===== src/core/std_pkg.sv =====
/*
  Shared constants and types for the supervisor trap delegation block:
  register addresses, legal-bit masks, status field positions, privilege
  codes, interrupt codes and the registered state of the control unit.
  Assumes a 64-bit hart with a 12-bit register address space.
*/
package std_pkg;

  // ----------------------------------------------------------------
  // Widths
  // ----------------------------------------------------------------
  localparam int XLEN   = 64;
  localparam int CODE_W = 6;
  localparam int ADDR_W = 12;

  // ----------------------------------------------------------------
  // Register addresses
  // ----------------------------------------------------------------
  localparam logic [ADDR_W-1:0] ADDR_IDELEG  = 12'h000;
  localparam logic [ADDR_W-1:0] ADDR_EDELEG  = 12'h001;
  localparam logic [ADDR_W-1:0] ADDR_MSTATUS = 12'h002;
  localparam logic [ADDR_W-1:0] ADDR_SSTATUS = 12'h003;
  localparam logic [ADDR_W-1:0] ADDR_SIE     = 12'h004;
  localparam logic [ADDR_W-1:0] ADDR_SPEND   = 12'h005;
  localparam logic [ADDR_W-1:0] ADDR_STVEC   = 12'h006;
  localparam logic [ADDR_W-1:0] ADDR_SCAUSE  = 12'h007;
  localparam logic [ADDR_W-1:0] ADDR_SUPERVISOR_EXCEPTION_PC    = 12'h008;

  // ----------------------------------------------------------------
  // Legal-bit masks
  // ----------------------------------------------------------------
  localparam logic [XLEN-1:0] IDELEG_MASK  = 64'h0000_0000_0000_0222;
  localparam logic [XLEN-1:0] EDELEG_MASK  = 64'h0000_0000_0000_b3ff;
  localparam logic [XLEN-1:0] SSTATUS_MASK = 64'h0000_0000_0000_0122;
  localparam logic [XLEN-1:0] MSTATUS_MASK = 64'h0000_0000_0000_012a;
  localparam logic [XLEN-1:0] SIE_MASK     = 64'h0000_0000_0000_0222;
  localparam logic [XLEN-1:0] PEND_MASK    = 64'h0000_0000_0000_0222;
  localparam logic [XLEN-1:0] STVEC_MASK   = 64'hffff_ffff_ffff_fffc;
  localparam logic [XLEN-1:0] RESET_WORD   = 64'h0000_0000_0000_0000;

  // ----------------------------------------------------------------
  // Status fields and interrupt codes
  // ----------------------------------------------------------------
  localparam int ST_SIE  = 1;
  localparam int ST_MIE  = 3;
  localparam int ST_PREVIOUS_SUPERVISOR_ENABLE = 5;
  localparam int ST_SPP  = 8;
  localparam int CAUSE_IRQ_BIT = 63;

  localparam logic [CODE_W-1:0] IRQ_SOFT      = 6'h01;
  localparam logic [CODE_W-1:0] IRQ_TIMER     = 6'h05;
  localparam logic [CODE_W-1:0] IRQ_EXT       = 6'h09;
  localparam logic [CODE_W-1:0] IRQ_LOCAL_MIN = 6'h10;

  typedef enum logic [1:0] {
    STD_PRIV_U = 2'b00,
    STD_PRIV_S = 2'b01,
    STD_PRIV_M = 2'b11
  } std_priv_t;

  typedef struct packed {
    logic [1:0]      rst_sync;
    logic [XLEN-1:0] ideleg;
    logic [XLEN-1:0] edeleg;
    logic [XLEN-1:0] status;
    logic [XLEN-1:0] ienable;
    logic [XLEN-1:0] pend;
    logic [XLEN-1:0] stvec;
    logic [XLEN-1:0] scause;
    logic [XLEN-1:0] supervisor_exception_pc;
    logic [XLEN-1:0] rdata;
    logic            rvalid;
    logic            err;
  } std_state_t;

endpackage


===== src/core/std_route_if.sv =====
/*
  Carrier between the control unit and its delegation router: the two
  delegation masks and the pending trap go out, the routing decision
  comes back. Purely combinational; no clock travels here.
*/
`timescale 1ns/1ns
interface std_route_if;
  import std_pkg::*;
  logic [XLEN-1:0]   ideleg;
  logic [XLEN-1:0]   edeleg;
  logic              is_irq;
  logic [CODE_W-1:0] code;
  logic              delegate;

  modport ctl (output ideleg, output edeleg, output is_irq, output code, input delegate);
  modport rt  (input ideleg, input edeleg, input is_irq, input code, output delegate);
endinterface


===== src/core/std_top.sv =====
/*
  Supervisor trap delegation unit of one hart: delegation masks, shared
  status storage with machine and supervisor views, supervisor enables,
  pending bits, vector, cause and exception PC, plus the routing of traps.
  Assumes the pipeline presents at most one trap per cycle and one
  register access per cycle, both synchronous to clk_sys.

  // Summary of operation
  // - Set delegation mask bit sends that interrupt to supervisor mode.
  // - Interrupt mask holds only bits 1, 5 and 9; rest read zero.
  // - Exception mask holds codes 0-9, 12, 13, 15; rest read zero.
  // - Delegated trap loads cause and PC, vectors to supervisor base.
  // - Local interrupts always go to machine mode.
  // - Machine write to pending register sets supervisor pending bits.
  // - Supervisor status is an alias of machine status, same storage.
  // - Machine-only status fields read zero through supervisor view.
  // - Supervisor interrupt needs global enable and its own enable.
  // - Status bit 5 keeps the enable value from before the trap.
  // - Status bit 8 keeps the privilege from before the trap.
  // - Enable register bit 1 enables software interrupt.
  // - Enable register bit 5 enables timer interrupt.
  // - Enable register bit 9 enables external interrupt; rest ignored.
  // - Cause top bit is one for interrupts, zero for exceptions.
*/
`timescale 1ns/1ns
module std_top (
  input  wire logic                          clk_sys,
  input  wire logic                          rst_b,
  input  wire logic                          ce,
  input  wire logic                          csr_valid,
  input  wire logic                          csr_write,
  input  wire logic [std_pkg::ADDR_W-1:0]    csr_addr,
  input  wire logic [std_pkg::XLEN-1:0]      csr_wdata,
  input  wire std_pkg::std_priv_t            csr_priv,
  output logic      [std_pkg::XLEN-1:0]      csr_rdata,
  output logic                               csr_rvalid,
  output logic                               csr_err,
  input  wire logic                          trap_valid,
  input  wire logic                          trap_is_irq,
  input  wire logic [std_pkg::CODE_W-1:0]    trap_code,
  input  wire logic [std_pkg::XLEN-1:0]      trap_pc,
  input  wire std_pkg::std_priv_t            trap_priv,
  output logic                               trap_to_super,
  output logic                               trap_to_machine,
  output logic      [std_pkg::XLEN-1:0]      super_vector,
  input  wire logic [std_pkg::XLEN-1:0]      sup_hw_pend,
  output logic                               sup_irq_req,
  output logic      [std_pkg::CODE_W-1:0]    sup_irq_code
);
  import std_pkg::*;

  std_state_t       st_reg;
  std_state_t       st_next;
  logic             rst_q;
  logic [XLEN-1:0]  eff_pend;
  logic [XLEN-1:0]  avail;
  logic [XLEN-1:0]  rd_val;
  logic             hit;
  logic             m_only;
  logic             m_wr_only;
  logic             acc_ok;
  logic             wr_en;

  std_route_if rif ();

  // ----------------------------------------------------------------
  // Routing
  // ----------------------------------------------------------------
  assign rif.ideleg = st_reg.ideleg;
  assign rif.edeleg = st_reg.edeleg;
  assign rif.is_irq = trap_is_irq;
  assign rif.code   = trap_code;

  std_trap_route u_route (
    .rif (rif)
  );

  assign rst_q           = st_reg.rst_sync[1];
  assign trap_to_super   = rst_q && trap_valid && rif.delegate;
  assign trap_to_machine = rst_q && trap_valid && !rif.delegate;
  assign super_vector    = st_reg.stvec;

  // ----------------------------------------------------------------
  // Supervisor interrupt request
  // ----------------------------------------------------------------
  // Hardware pending levels are not sticky; software-set bits are
  assign eff_pend = (st_reg.pend | sup_hw_pend) & PEND_MASK;
  assign avail    = eff_pend & st_reg.ienable & st_reg.ideleg;

  always_comb begin
    sup_irq_req  = rst_q && st_reg.status[ST_SIE] && (|avail);
    sup_irq_code = IRQ_EXT;
    if (avail[IRQ_EXT]) begin
      sup_irq_code = IRQ_EXT;
    end else if (avail[IRQ_SOFT]) begin
      sup_irq_code = IRQ_SOFT;
    end else if (avail[IRQ_TIMER]) begin
      sup_irq_code = IRQ_TIMER;
    end
  end

  // ----------------------------------------------------------------
  // Register access and trap entry
  // ----------------------------------------------------------------
  always_comb begin
    st_next        = st_reg;
    st_next.rst_sync = {st_reg.rst_sync[0], 1'b1};
    rd_val         = RESET_WORD;
    hit            = 1'b0;
    m_only         = (csr_addr == ADDR_IDELEG) || (csr_addr == ADDR_EDELEG) || (csr_addr == ADDR_MSTATUS);
    m_wr_only      = m_only || (csr_addr == ADDR_SPEND);
    acc_ok         = (csr_priv == STD_PRIV_M) ||
                     ((csr_priv == STD_PRIV_S) && !(csr_write ? m_wr_only : m_only));
    wr_en          = csr_valid && csr_write && acc_ok;
    if (ce && rst_q) begin
      st_next.rvalid = 1'b0;
      st_next.err    = 1'b0;
      if (csr_valid) begin
        unique case (csr_addr)
          ADDR_IDELEG: begin
            hit    = 1'b1;
            rd_val = st_reg.ideleg;
            if (wr_en) begin
              st_next.ideleg = csr_wdata & IDELEG_MASK;
            end
          end
          ADDR_EDELEG: begin
            hit    = 1'b1;
            rd_val = st_reg.edeleg;
            if (wr_en) begin
              st_next.edeleg = csr_wdata & EDELEG_MASK;
            end
          end
          ADDR_MSTATUS: begin
            hit    = 1'b1;
            rd_val = st_reg.status;
            if (wr_en) begin
              st_next.status = csr_wdata & MSTATUS_MASK;
            end
          end
          ADDR_SSTATUS: begin
            hit    = 1'b1;
            rd_val = st_reg.status & SSTATUS_MASK;
            if (wr_en) begin
              // Only supervisor fields change; machine fields keep their value
              st_next.status = (st_reg.status & ~SSTATUS_MASK) | (csr_wdata & SSTATUS_MASK);
            end
          end
          ADDR_SIE: begin
            hit    = 1'b1;
            rd_val = st_reg.ienable;
            if (wr_en) begin
              st_next.ienable = csr_wdata & SIE_MASK;
            end
          end
          ADDR_SPEND: begin
            hit    = 1'b1;
            rd_val = eff_pend;
            if (wr_en) begin
              st_next.pend = csr_wdata & PEND_MASK;
            end
          end
          ADDR_STVEC: begin
            hit    = 1'b1;
            rd_val = st_reg.stvec;
            if (wr_en) begin
              st_next.stvec = csr_wdata & STVEC_MASK;
            end
          end
          ADDR_SCAUSE: begin
            hit    = 1'b1;
            rd_val = st_reg.scause;
            if (wr_en) begin
              st_next.scause = csr_wdata;
            end
          end
          ADDR_SUPERVISOR_EXCEPTION_PC: begin
            hit    = 1'b1;
            rd_val = st_reg.supervisor_exception_pc;
            if (wr_en) begin
              st_next.supervisor_exception_pc = csr_wdata;
            end
          end
          default: begin
            hit = 1'b0;
          end
        endcase
        st_next.rvalid = 1'b1;
        st_next.err    = !(hit && acc_ok);
        st_next.rdata  = (hit && acc_ok) ? rd_val : RESET_WORD;
      end
      // Trap entry comes last so it wins over a same-cycle register write
      if (trap_to_super) begin
        st_next.scause = {trap_is_irq, {(XLEN-1-CODE_W){1'b0}}, trap_code};
        st_next.supervisor_exception_pc   = trap_pc;
        st_next.status[ST_PREVIOUS_SUPERVISOR_ENABLE] = st_reg.status[ST_SIE];
        st_next.status[ST_SIE]  = 1'b0;
        st_next.status[ST_SPP]  = (trap_priv != STD_PRIV_U);
      end
    end
  end

  // ----------------------------------------------------------------
  // State register
  // ----------------------------------------------------------------
  // Reset sync runs regardless of ce so release never stalls
  always_ff @(posedge clk_sys or negedge rst_b) begin
    if (!rst_b) begin
      st_reg <= '0;
    end else begin
      st_reg <= st_next;
    end
  end

  assign csr_rdata  = st_reg.rdata;
  assign csr_rvalid = st_reg.rvalid;
  assign csr_err    = st_reg.err;
endmodule


===== src/core/std_trap_route.sv =====
/*
  Delegation router: decides whether a trap goes to supervisor mode.
  Assumes the masks it receives already hold only legal bits.
*/
`timescale 1ns/1ns
module std_trap_route (
  std_route_if.rt rif
);
  import std_pkg::*;

  // ----------------------------------------------------------------
  // Routing decision
  // ----------------------------------------------------------------
  always_comb begin
    if (rif.is_irq) begin
      // Local interrupts stay in machine mode whatever the mask says
      rif.delegate = (rif.code < IRQ_LOCAL_MIN) && rif.ideleg[rif.code];
    end else begin
      rif.delegate = rif.edeleg[rif.code];
    end
  end
endmodule


===== config.mk =====
export PLATFORM = sky130hd
export DESIGN_NAME = std_top
export DESIGN_NICKNAME = d
export VERILOG_FILES = /design/src/core/std_pkg.sv /design/src/core/std_route_if.sv /design/src/core/std_top.sv /design/src/core/std_trap_route.sv
export SDC_FILE = /design/constraint.sdc
export NUM_CORES = 1
export LEC_CHECK = 0
export BUFFER_PORTS_ARGS = -buffer_cell sky130_fd_sc_hd__clkbuf_2
export CAP_MARGIN = 15
export CORE_MARGIN = 8
export CORE_UTILIZATION = 31
export DETAILED_ROUTE_END_ITERATION = 10
export GPL_TIMING_DRIVEN = 0
export PLACE_DENSITY = 0.56
export SLEW_MARGIN = 30
export SYNTH_ARGS = -nofsm -noshare
export SYNTH_HDL_FRONTEND = slang
export SYNTH_HIERARCHICAL = 1
export SYNTH_SLANG_ARGS = --single-unit

===== constraint.sdc =====
create_clock -name clk_sys -period 3.8 [get_ports clk_sys]
set_input_delay 0.38 -clock clk_sys [delete_from_list [all_inputs] [get_ports clk_sys]]
set_output_delay 0.38 -clock clk_sys [all_outputs]
set_load 0.1 [all_outputs]

# ---- Word-level counts from Yosys, hierarchy flattened
# Index checks and enable logic that the tools add are counted.
dict set report word_totals {
  ff_bits 344
  wordCells 102
}
dict set report classes {
  order_cmp 2
  eq_ne 14
  mux 31
  n_bitwise 4
  reduce_logical 38
}
# op n
set op_table {}
lappend op_table {{two-way mux 64 bit} 10}
lappend op_table {{case mux 64 bit (9 select lines)} 1}
lappend op_table {{two-way mux 395 bit} 1}
lappend op_table {{two-way mux 128 bit} 1}
lappend op_table {{case mux 64 bit (2 select lines)} 1}
lappend op_table {{bitwise OR 64 x 9 -> 64 bit} 1}
lappend op_table {{OR reduction 64 bit} 1}
lappend op_table {{== test 12 x 3 -> 1 bit, second input constant} 4}
lappend op_table {{AND reduction 4 bit} 7}
lappend op_table {{== test 12 x 2 -> 1 bit, second input constant} 2}
lappend op_table {{bitwise AND 10 bit} 2}
lappend op_table {{two-way mux 10 bit} 2}
lappend op_table {{binary-select mux 1 bit (select 6 bit)} 2}
lappend op_table {{== test 12 x 1 -> 1 bit, second input constant} 1}
lappend op_table {{== test 12 x 4 -> 1 bit, second input constant} 1}
lappend op_table {{zero test 12 bit} 1}
lappend op_table {{two-way mux 6 bit} 2}
lappend op_table {{nonzero test 2 bit} 6}
lappend op_table {{logical AND 1 bit} 11}
lappend op_table {{two-way mux 1 bit} 10}
lappend op_table {{bitwise OR 10 bit} 1}
lappend op_table {{AND reduction 5 bit} 2}
lappend op_table {{OR reduction 9 bit} 1}
lappend op_table {{less-than comparator 6 x 7 -> 1 bit, second input constant} 1}
lappend op_table {{10 further kinds} 17}

# ---- Depth between registers and ports, before layout
dict set report depth {
  ltp_word 13
  mapped_depth 16
}

# ---- Cells and area by module
# Netlist, hierarchy kept.
# mod instances cells_each area_per_inst_um2
set by_module_without_submodules {}
lappend by_module_without_submodules {std_top 1 1366 13708.1}
lappend by_module_without_submodules {std_trap_route 1 71 744.5}

# ---- Worst setup path after synthesis
# No wires, ideal clock.
dict set report synth_timing {
  path_type {input-to-reg}
  start {input trap_code[1] (netlist bit)}
  end {register st_reg[108] (netlist bit)}
  setup_ns 0.084
  arrival_time_ns 3.502
  required_time_ns 3.716
  slack_ns 0.214
  path_stages 12
  path_buffers 4
  cell_sequence {buf_2 > buf_1 > nor2_1 > a2111oi_0 > nand3_1 > a41oi_1 > a311o_1 > and3_1 > clkbuf_1 > clkbuf_1 > a22oi_1 > o21ai_0}
}
dict set report synth_between {
  elab_chain_len 7
  word_cells_on_any_way 13
  cone_classes {order compare (1); mux (6); reduce/logical (6)}
}
# element line_no
set synth_rtl {}
lappend synth_rtl {{from (decl)} std_top.sv:40} ;# input wire logic [std_pkg::CODE_W-1:0] trap_code,
lappend synth_rtl {{binary-select mux 1 bit (select 6 bit)} std_trap_route.sv:17} ;# rif.delegate = (rif.code < IRQ_LOCAL_MIN) && rif.ideleg[rif.code];
lappend synth_rtl {{two-way mux 1 bit (implied by the code)} std_trap_route.sv:17}
lappend synth_rtl {{logical AND 1 bit} std_trap_route.sv:17}
lappend synth_rtl {{two-way mux 1 bit (*)} std_trap_route.sv:15} ;# if (rif.is_irq) begin
lappend synth_rtl {{via rif.delegate} std_route_if.sv:13} ;# logic delegate;
lappend synth_rtl {{logical AND 1 bit (*)} std_top.sv:79} ;# assign trap_to_super = rst_q && trap_valid && rif.delegate;
lappend synth_rtl {{via trap_to_super} std_top.sv:43} ;# output logic trap_to_super,
lappend synth_rtl {{nonzero test 2 bit (no line)} --}
lappend synth_rtl {{AND reduction 4 bit (no line)} --}
lappend synth_rtl {{to (signal assigned)} std_top.sv:211} ;# st_reg <= st_next;
lappend synth_rtl {{to (decl)} std_top.sv:52} ;# std_state_t st_reg;
# The timed path passes the listed nets; every way through them passes the cells marked *. The select of a mux whose other input is x is not followed.
# A chain may end at the register's enable or synchronous reset.

# ---- Worst setup path in the final report
dict set report layout_timing {
  start {register st_reg, in the netlist rif.edeleg[15]}
  end {output trap_to_super}
}
dict set report layout_between {
  elab_chain_len 4
}
# element line_no
set layout_rtl {}
lappend layout_rtl {{binary-select mux 1 bit (select 6 bit)} std_trap_route.sv:19} ;# rif.delegate = rif.edeleg[rif.code];
lappend layout_rtl {{two-way mux 1 bit (implied by the code)} std_trap_route.sv:19}
lappend layout_rtl {{two-way mux 1 bit} std_trap_route.sv:15}
lappend layout_rtl {{via rif.delegate} std_route_if.sv:13}
lappend layout_rtl {{logical AND 1 bit} std_top.sv:79}
lappend layout_rtl {{to (decl)} std_top.sv:43}
# The timed path passes the listed nets, and every way through them passes these cells. The select of a mux whose other input is x is not followed.

==> Flow_metrics.wiki <==
{| class="wikitable"
! Metric !! Value
|-
| Signed area change from the synthesized netlist to the final layout || 26.8%
|-
| Most instantiated cells after synthesis || sky130_fd_sc_hd__o21ai_0, sky130_fd_sc_hd__dfrtp_1, sky130_fd_sc_hd__nand2_1
|-
| Estimated wirelength of the detail-placed design || 41,000 um
|-
| Area of the mapped netlist || 14,500 um^2
|-
| Category of the critical setup timing path || reg2out
|-
| CP dominant cell by count || sky130_fd_sc_hd__mux4_2
|-
| Number of clock sinks seen by CTS || 284
|-
| List of cells traversed by the critical path || mux4_2, mux4_2, nor4b_1, a311o_1, and3_1, clkbuf_1, clkbuf_4, clkbuf_8
|-
| Count of flip-flops with a built-in enable after synthesis || 0
|-
| Final count of negative-setup-slack endpoints || 0
|-
| # IOs || 360
|-
| Sequential fraction of design power || 43.1%
|-
| Post-synth top area share || 49.2%
|-
| Worst-case setup margin in the final layout || 59.3 ps
|-
| Cells after Synth || 1,437
|-
| Proportion of layout cells with a drive suffix above 1 || 34.7%
|-
| Per-cell via count in the routed design || 5.21
|-
| Nature of the critical path startpoint || register
|-
| Power density cells || 410 nW/um^2
|-
| Critical Path RT || 3420 ps
|-
| Crit Path Max Fanout || 10
|-
| Post-Place Setup Slack || -1060 ps
|-
| Routed Antenna Nets || 0
|-
| Maximum number of buffers from clock root to sink || 3
|-
| Synthesized flop and latch total || 284
|-
| Sum of routed wire length over all layers || 55,400 um
|-
| Clock tree from TritonCTS || yes
|-
| Total power || 7.51 mW
|-
| Count of nets after finishing || 2,058
|-
| Class of the worst hold path || in2reg
|-
| Routability cong. || 0.856
|-
| Die span in y || 232 um
|-
| Critical-path cell with the highest stage delay || sky130_fd_sc_hd__mux4_2
|-
| Flip-flop count of the largest register after layout || 138
|-
| Floorplan Core Area || 46,300 um^2
|-
| Int Power || 5.57 mW
|-
| Syn Area/Cell || 10.1 um^2
|-
| Final Hold Vio Count || 0
|-
| Router iterations before antenna repair || 5
|-
| DRC errors left || 0
|-
| Portion of the clock cycle consumed by the worst path in the final layout || 98.4%
|-
| Global-route total usage across every layer || 20.1%
|-
| Std-Cell Rows || 79
|-
| Worst IR drop on VDD || 243 uV
|-
| Clk_skew || 12.9 ps
|-
| Drt initial violations || 967
|-
| Slew headroom || 34.7%
|-
| Via count of the first global-routing pass || 13,372
|-
| # H-tree levels || 2
|-
| CTS buffer count || 35
|-
| Fraction of the yosys area taken by sequential cells || 49.2%
|-
| Logic gate share of total power || 10.4%
|-
| Crit path DAT || 3360 ps
|-
| Initial standard-cell utilization of the core || 31.2%
|-
| Number of distinct library cell variants in the gate-level netlist after synthesis || 47
|-
| Placed Cells || 2,408
|-
| Post-synth top flop || sky130_fd_sc_hd__dfrtp_1
|-
| Floorplan die area || 53,800 um^2
|-
| Achievable Freq || 267 MHz
|-
| Total of buffers placed on input and output ports || 292
|-
| Filler instances || 4,724
|-
| Buffer type at the clock tree root || sky130_fd_sc_hd__clkbuf_16
|-
| Maximum single-stage delay on the critical path || 500 ps
|-
| Largest net degree at the start of global routing || 80
|-
| Run status || complete, no violations
|-
| Initial antenna violation count || 3
|-
| First-pass GRT wire length || 83,000 um
|-
| Actual transition at the worst max-transition pin || 978 ps
|-
| Sw Share || 25.9%
|-
| Layout Cells excl Fill || 2,471
|-
| Count of pins over their slew limit || 0
|-
| CTS clk-pin slew, worst paths || 60 ps
|-
| Max-capacitance violation count || 0
|-
| Proportion of synthesized flip-flops having asynchronous set or reset || 100%
|-
| Dominant cell by count in the synthesized netlist || sky130_fd_sc_hd__o21ai_0
|-
| DR vias || 12,876
|-
| Later-pin clock latency in the skew report || 530 ps
|-
| Die Span X || 232 um
|-
| Total gr overflow || 0
|-
| Net switching power || 1.94 mW
|-
| Leak pwr || 9.00 nW
|-
| Routed wirelength normalized by instance count || 22.4 um
|-
| Worst hold slack || 108 ps
|-
| Min Clock Period, post-route || 3740 ps
|-
| Top cells by area, synth || sky130_fd_sc_hd__dfrtp_1, sky130_fd_sc_hd__o21ai_0, sky130_fd_sc_hd__buf_4
|-
| Type of destination of the critical path || output port
|-
| Cell type contributing the most total cell area after synthesis || sky130_fd_sc_hd__dfrtp_1
|-
| Number of warnings reported in the yosys synthesis log || 6
|-
| Clock network fraction of total power || 46.6%
|}
-- power by group through the flow --
stage | clock network [mW] | registers, mW | logic [mW]
global placement | 0 | 3.28 | 0.741
detailed placement | 0 | 3.29 | 0.765
finish | 3.50 | 3.24 | 0.780
global route | 3.69 | 3.25 | 0.864
CTS | 3.56 | 3.23 | 0.773
floorplan | 0 | 3.28 | 0.385
-- layout by cell type, fill, tap and decap left out, types with 5 or more instances in the layout --
master	n
sky130_fd_sc_hd__a22o_1	55
sky130_fd_sc_hd__clkbuf_16	36
sky130_fd_sc_hd__mux2i_1	34
sky130_fd_sc_hd__a31oi_1	6
sky130_fd_sc_hd__conb_1	71
sky130_fd_sc_hd__mux4_2	14
sky130_fd_sc_hd__a22oi_1	80
sky130_fd_sc_hd__dfrtp_1	284
sky130_fd_sc_hd__nor2b_1	7
sky130_fd_sc_hd__a21oi_1	62
sky130_fd_sc_hd__clkbuf_8	10
sky130_fd_sc_hd__nand3_1	20
sky130_fd_sc_hd__nor2_1	12
sky130_fd_sc_hd__mux2_2	84
sky130_fd_sc_hd__or2_2	5
sky130_fd_sc_hd__buf_1	9
sky130_fd_sc_hd__nand2_1	142
sky130_fd_sc_hd__clkbuf_4	5
sky130_fd_sc_hd__buf_4	138
sky130_fd_sc_hd__buf_2	9
sky130_fd_sc_hd__clkbuf_2	326
sky130_fd_sc_hd__o21ai_0	308
sky130_fd_sc_hd__mux2_1	5
sky130_fd_sc_hd__o22ai_1	8
sky130_fd_sc_hd__o31ai_1	12
sky130_fd_sc_hd__clkbuf_1	59
-- through the flow --
stage / cell area, um^2 / setup TNS [ps] / util, %
4_1_cts: 18300 / 0 / 39.5
5_1_grt: 18300 / -1.31 / 39.6
2_1_floorplan: 14700 / 0 / -
3_3_place_gp: 16900 / -1212250 / 36.6
6_report: 18300 / 0 / 39.6
3_5_place_dp: 17000 / -108360 / 36.8
-- cell families (layout without fill, tap and decap cells) --
kind of cell,after synthesis,after routing,synth area share (%)
AO/OA/AOI/OAI,545,545,22.4
buffers and inverters,258,614,10.5
flip-flops,284,284,49.2
multiplexers,137,137,11.5
other,2,73,0.0520
AND/OR/NAND/NOR,211,211,6.47
-- path summary, 6_finish.rpt --
check / startpoint / to / slack [ps] / cells past startpoint
max: rif.edeleg[15] / trap_to_super / 60 / 8
min: csr_wdata[62] / st_reg[192] / 110 / 3
max reg2reg: rif.edeleg[15] / st_reg[106] / 80 / 10
min reg2reg: st_next[579] / rst_q / 350 / 0
max in group asynchronous: rst_b / csr_rdata[28] / 2230 / 4
min in group asynchronous: rst_b / csr_rdata[2] / 430 / 2
-- layer usage --
layer  track usage (%)  share of wire (%)  vias up  wire length, um
li1                  -                  -     5820                -
met1              26.9                 43     6461            23500
met2              31.9                 47      504            25800
met3              4.65                7.8       89             4330
met4              6.73                3.0        2             1640
met5                 0              0.023        -               13
-- what timing repair did --
action / 4_1_cts / 5_1_grt
resized for setup: 27 / 55
hold buffers: 1 / 0
hold endpoints to repair: 60 / 0
setup buffers: 0 / 0
endpoints found under the setup margin: 125 / 126
-- layout make-up --
type / instances / area [um^2] / share of cell area, %
Antenna cell: 2 / 5.00 / 0.0273
Buffer: 252 / 1560 / 8.54
Clock buffer: 50 / 1020 / 5.59
Clock inverter: 12 / 181 / 0.990
Inverter: 4 / 15.0 / 0.0819
Multi-Input combinational cell: 964 / 6100 / 33.3
Sequential cell: 284 / 7110 / 38.8
Tap cell: 607 / 759 / 4.15
Timing Repair Buffer: 296 / 1570 / 8.58
-- worst max-delay path, delay by kind of cell (launching register included) --
family,cells,cell delay (ps)
simple gates,2,370
buf+inv,3,680
flops,1,410
mux,2,990
compound gates,1,370
(Power assumes the default switching activity.)
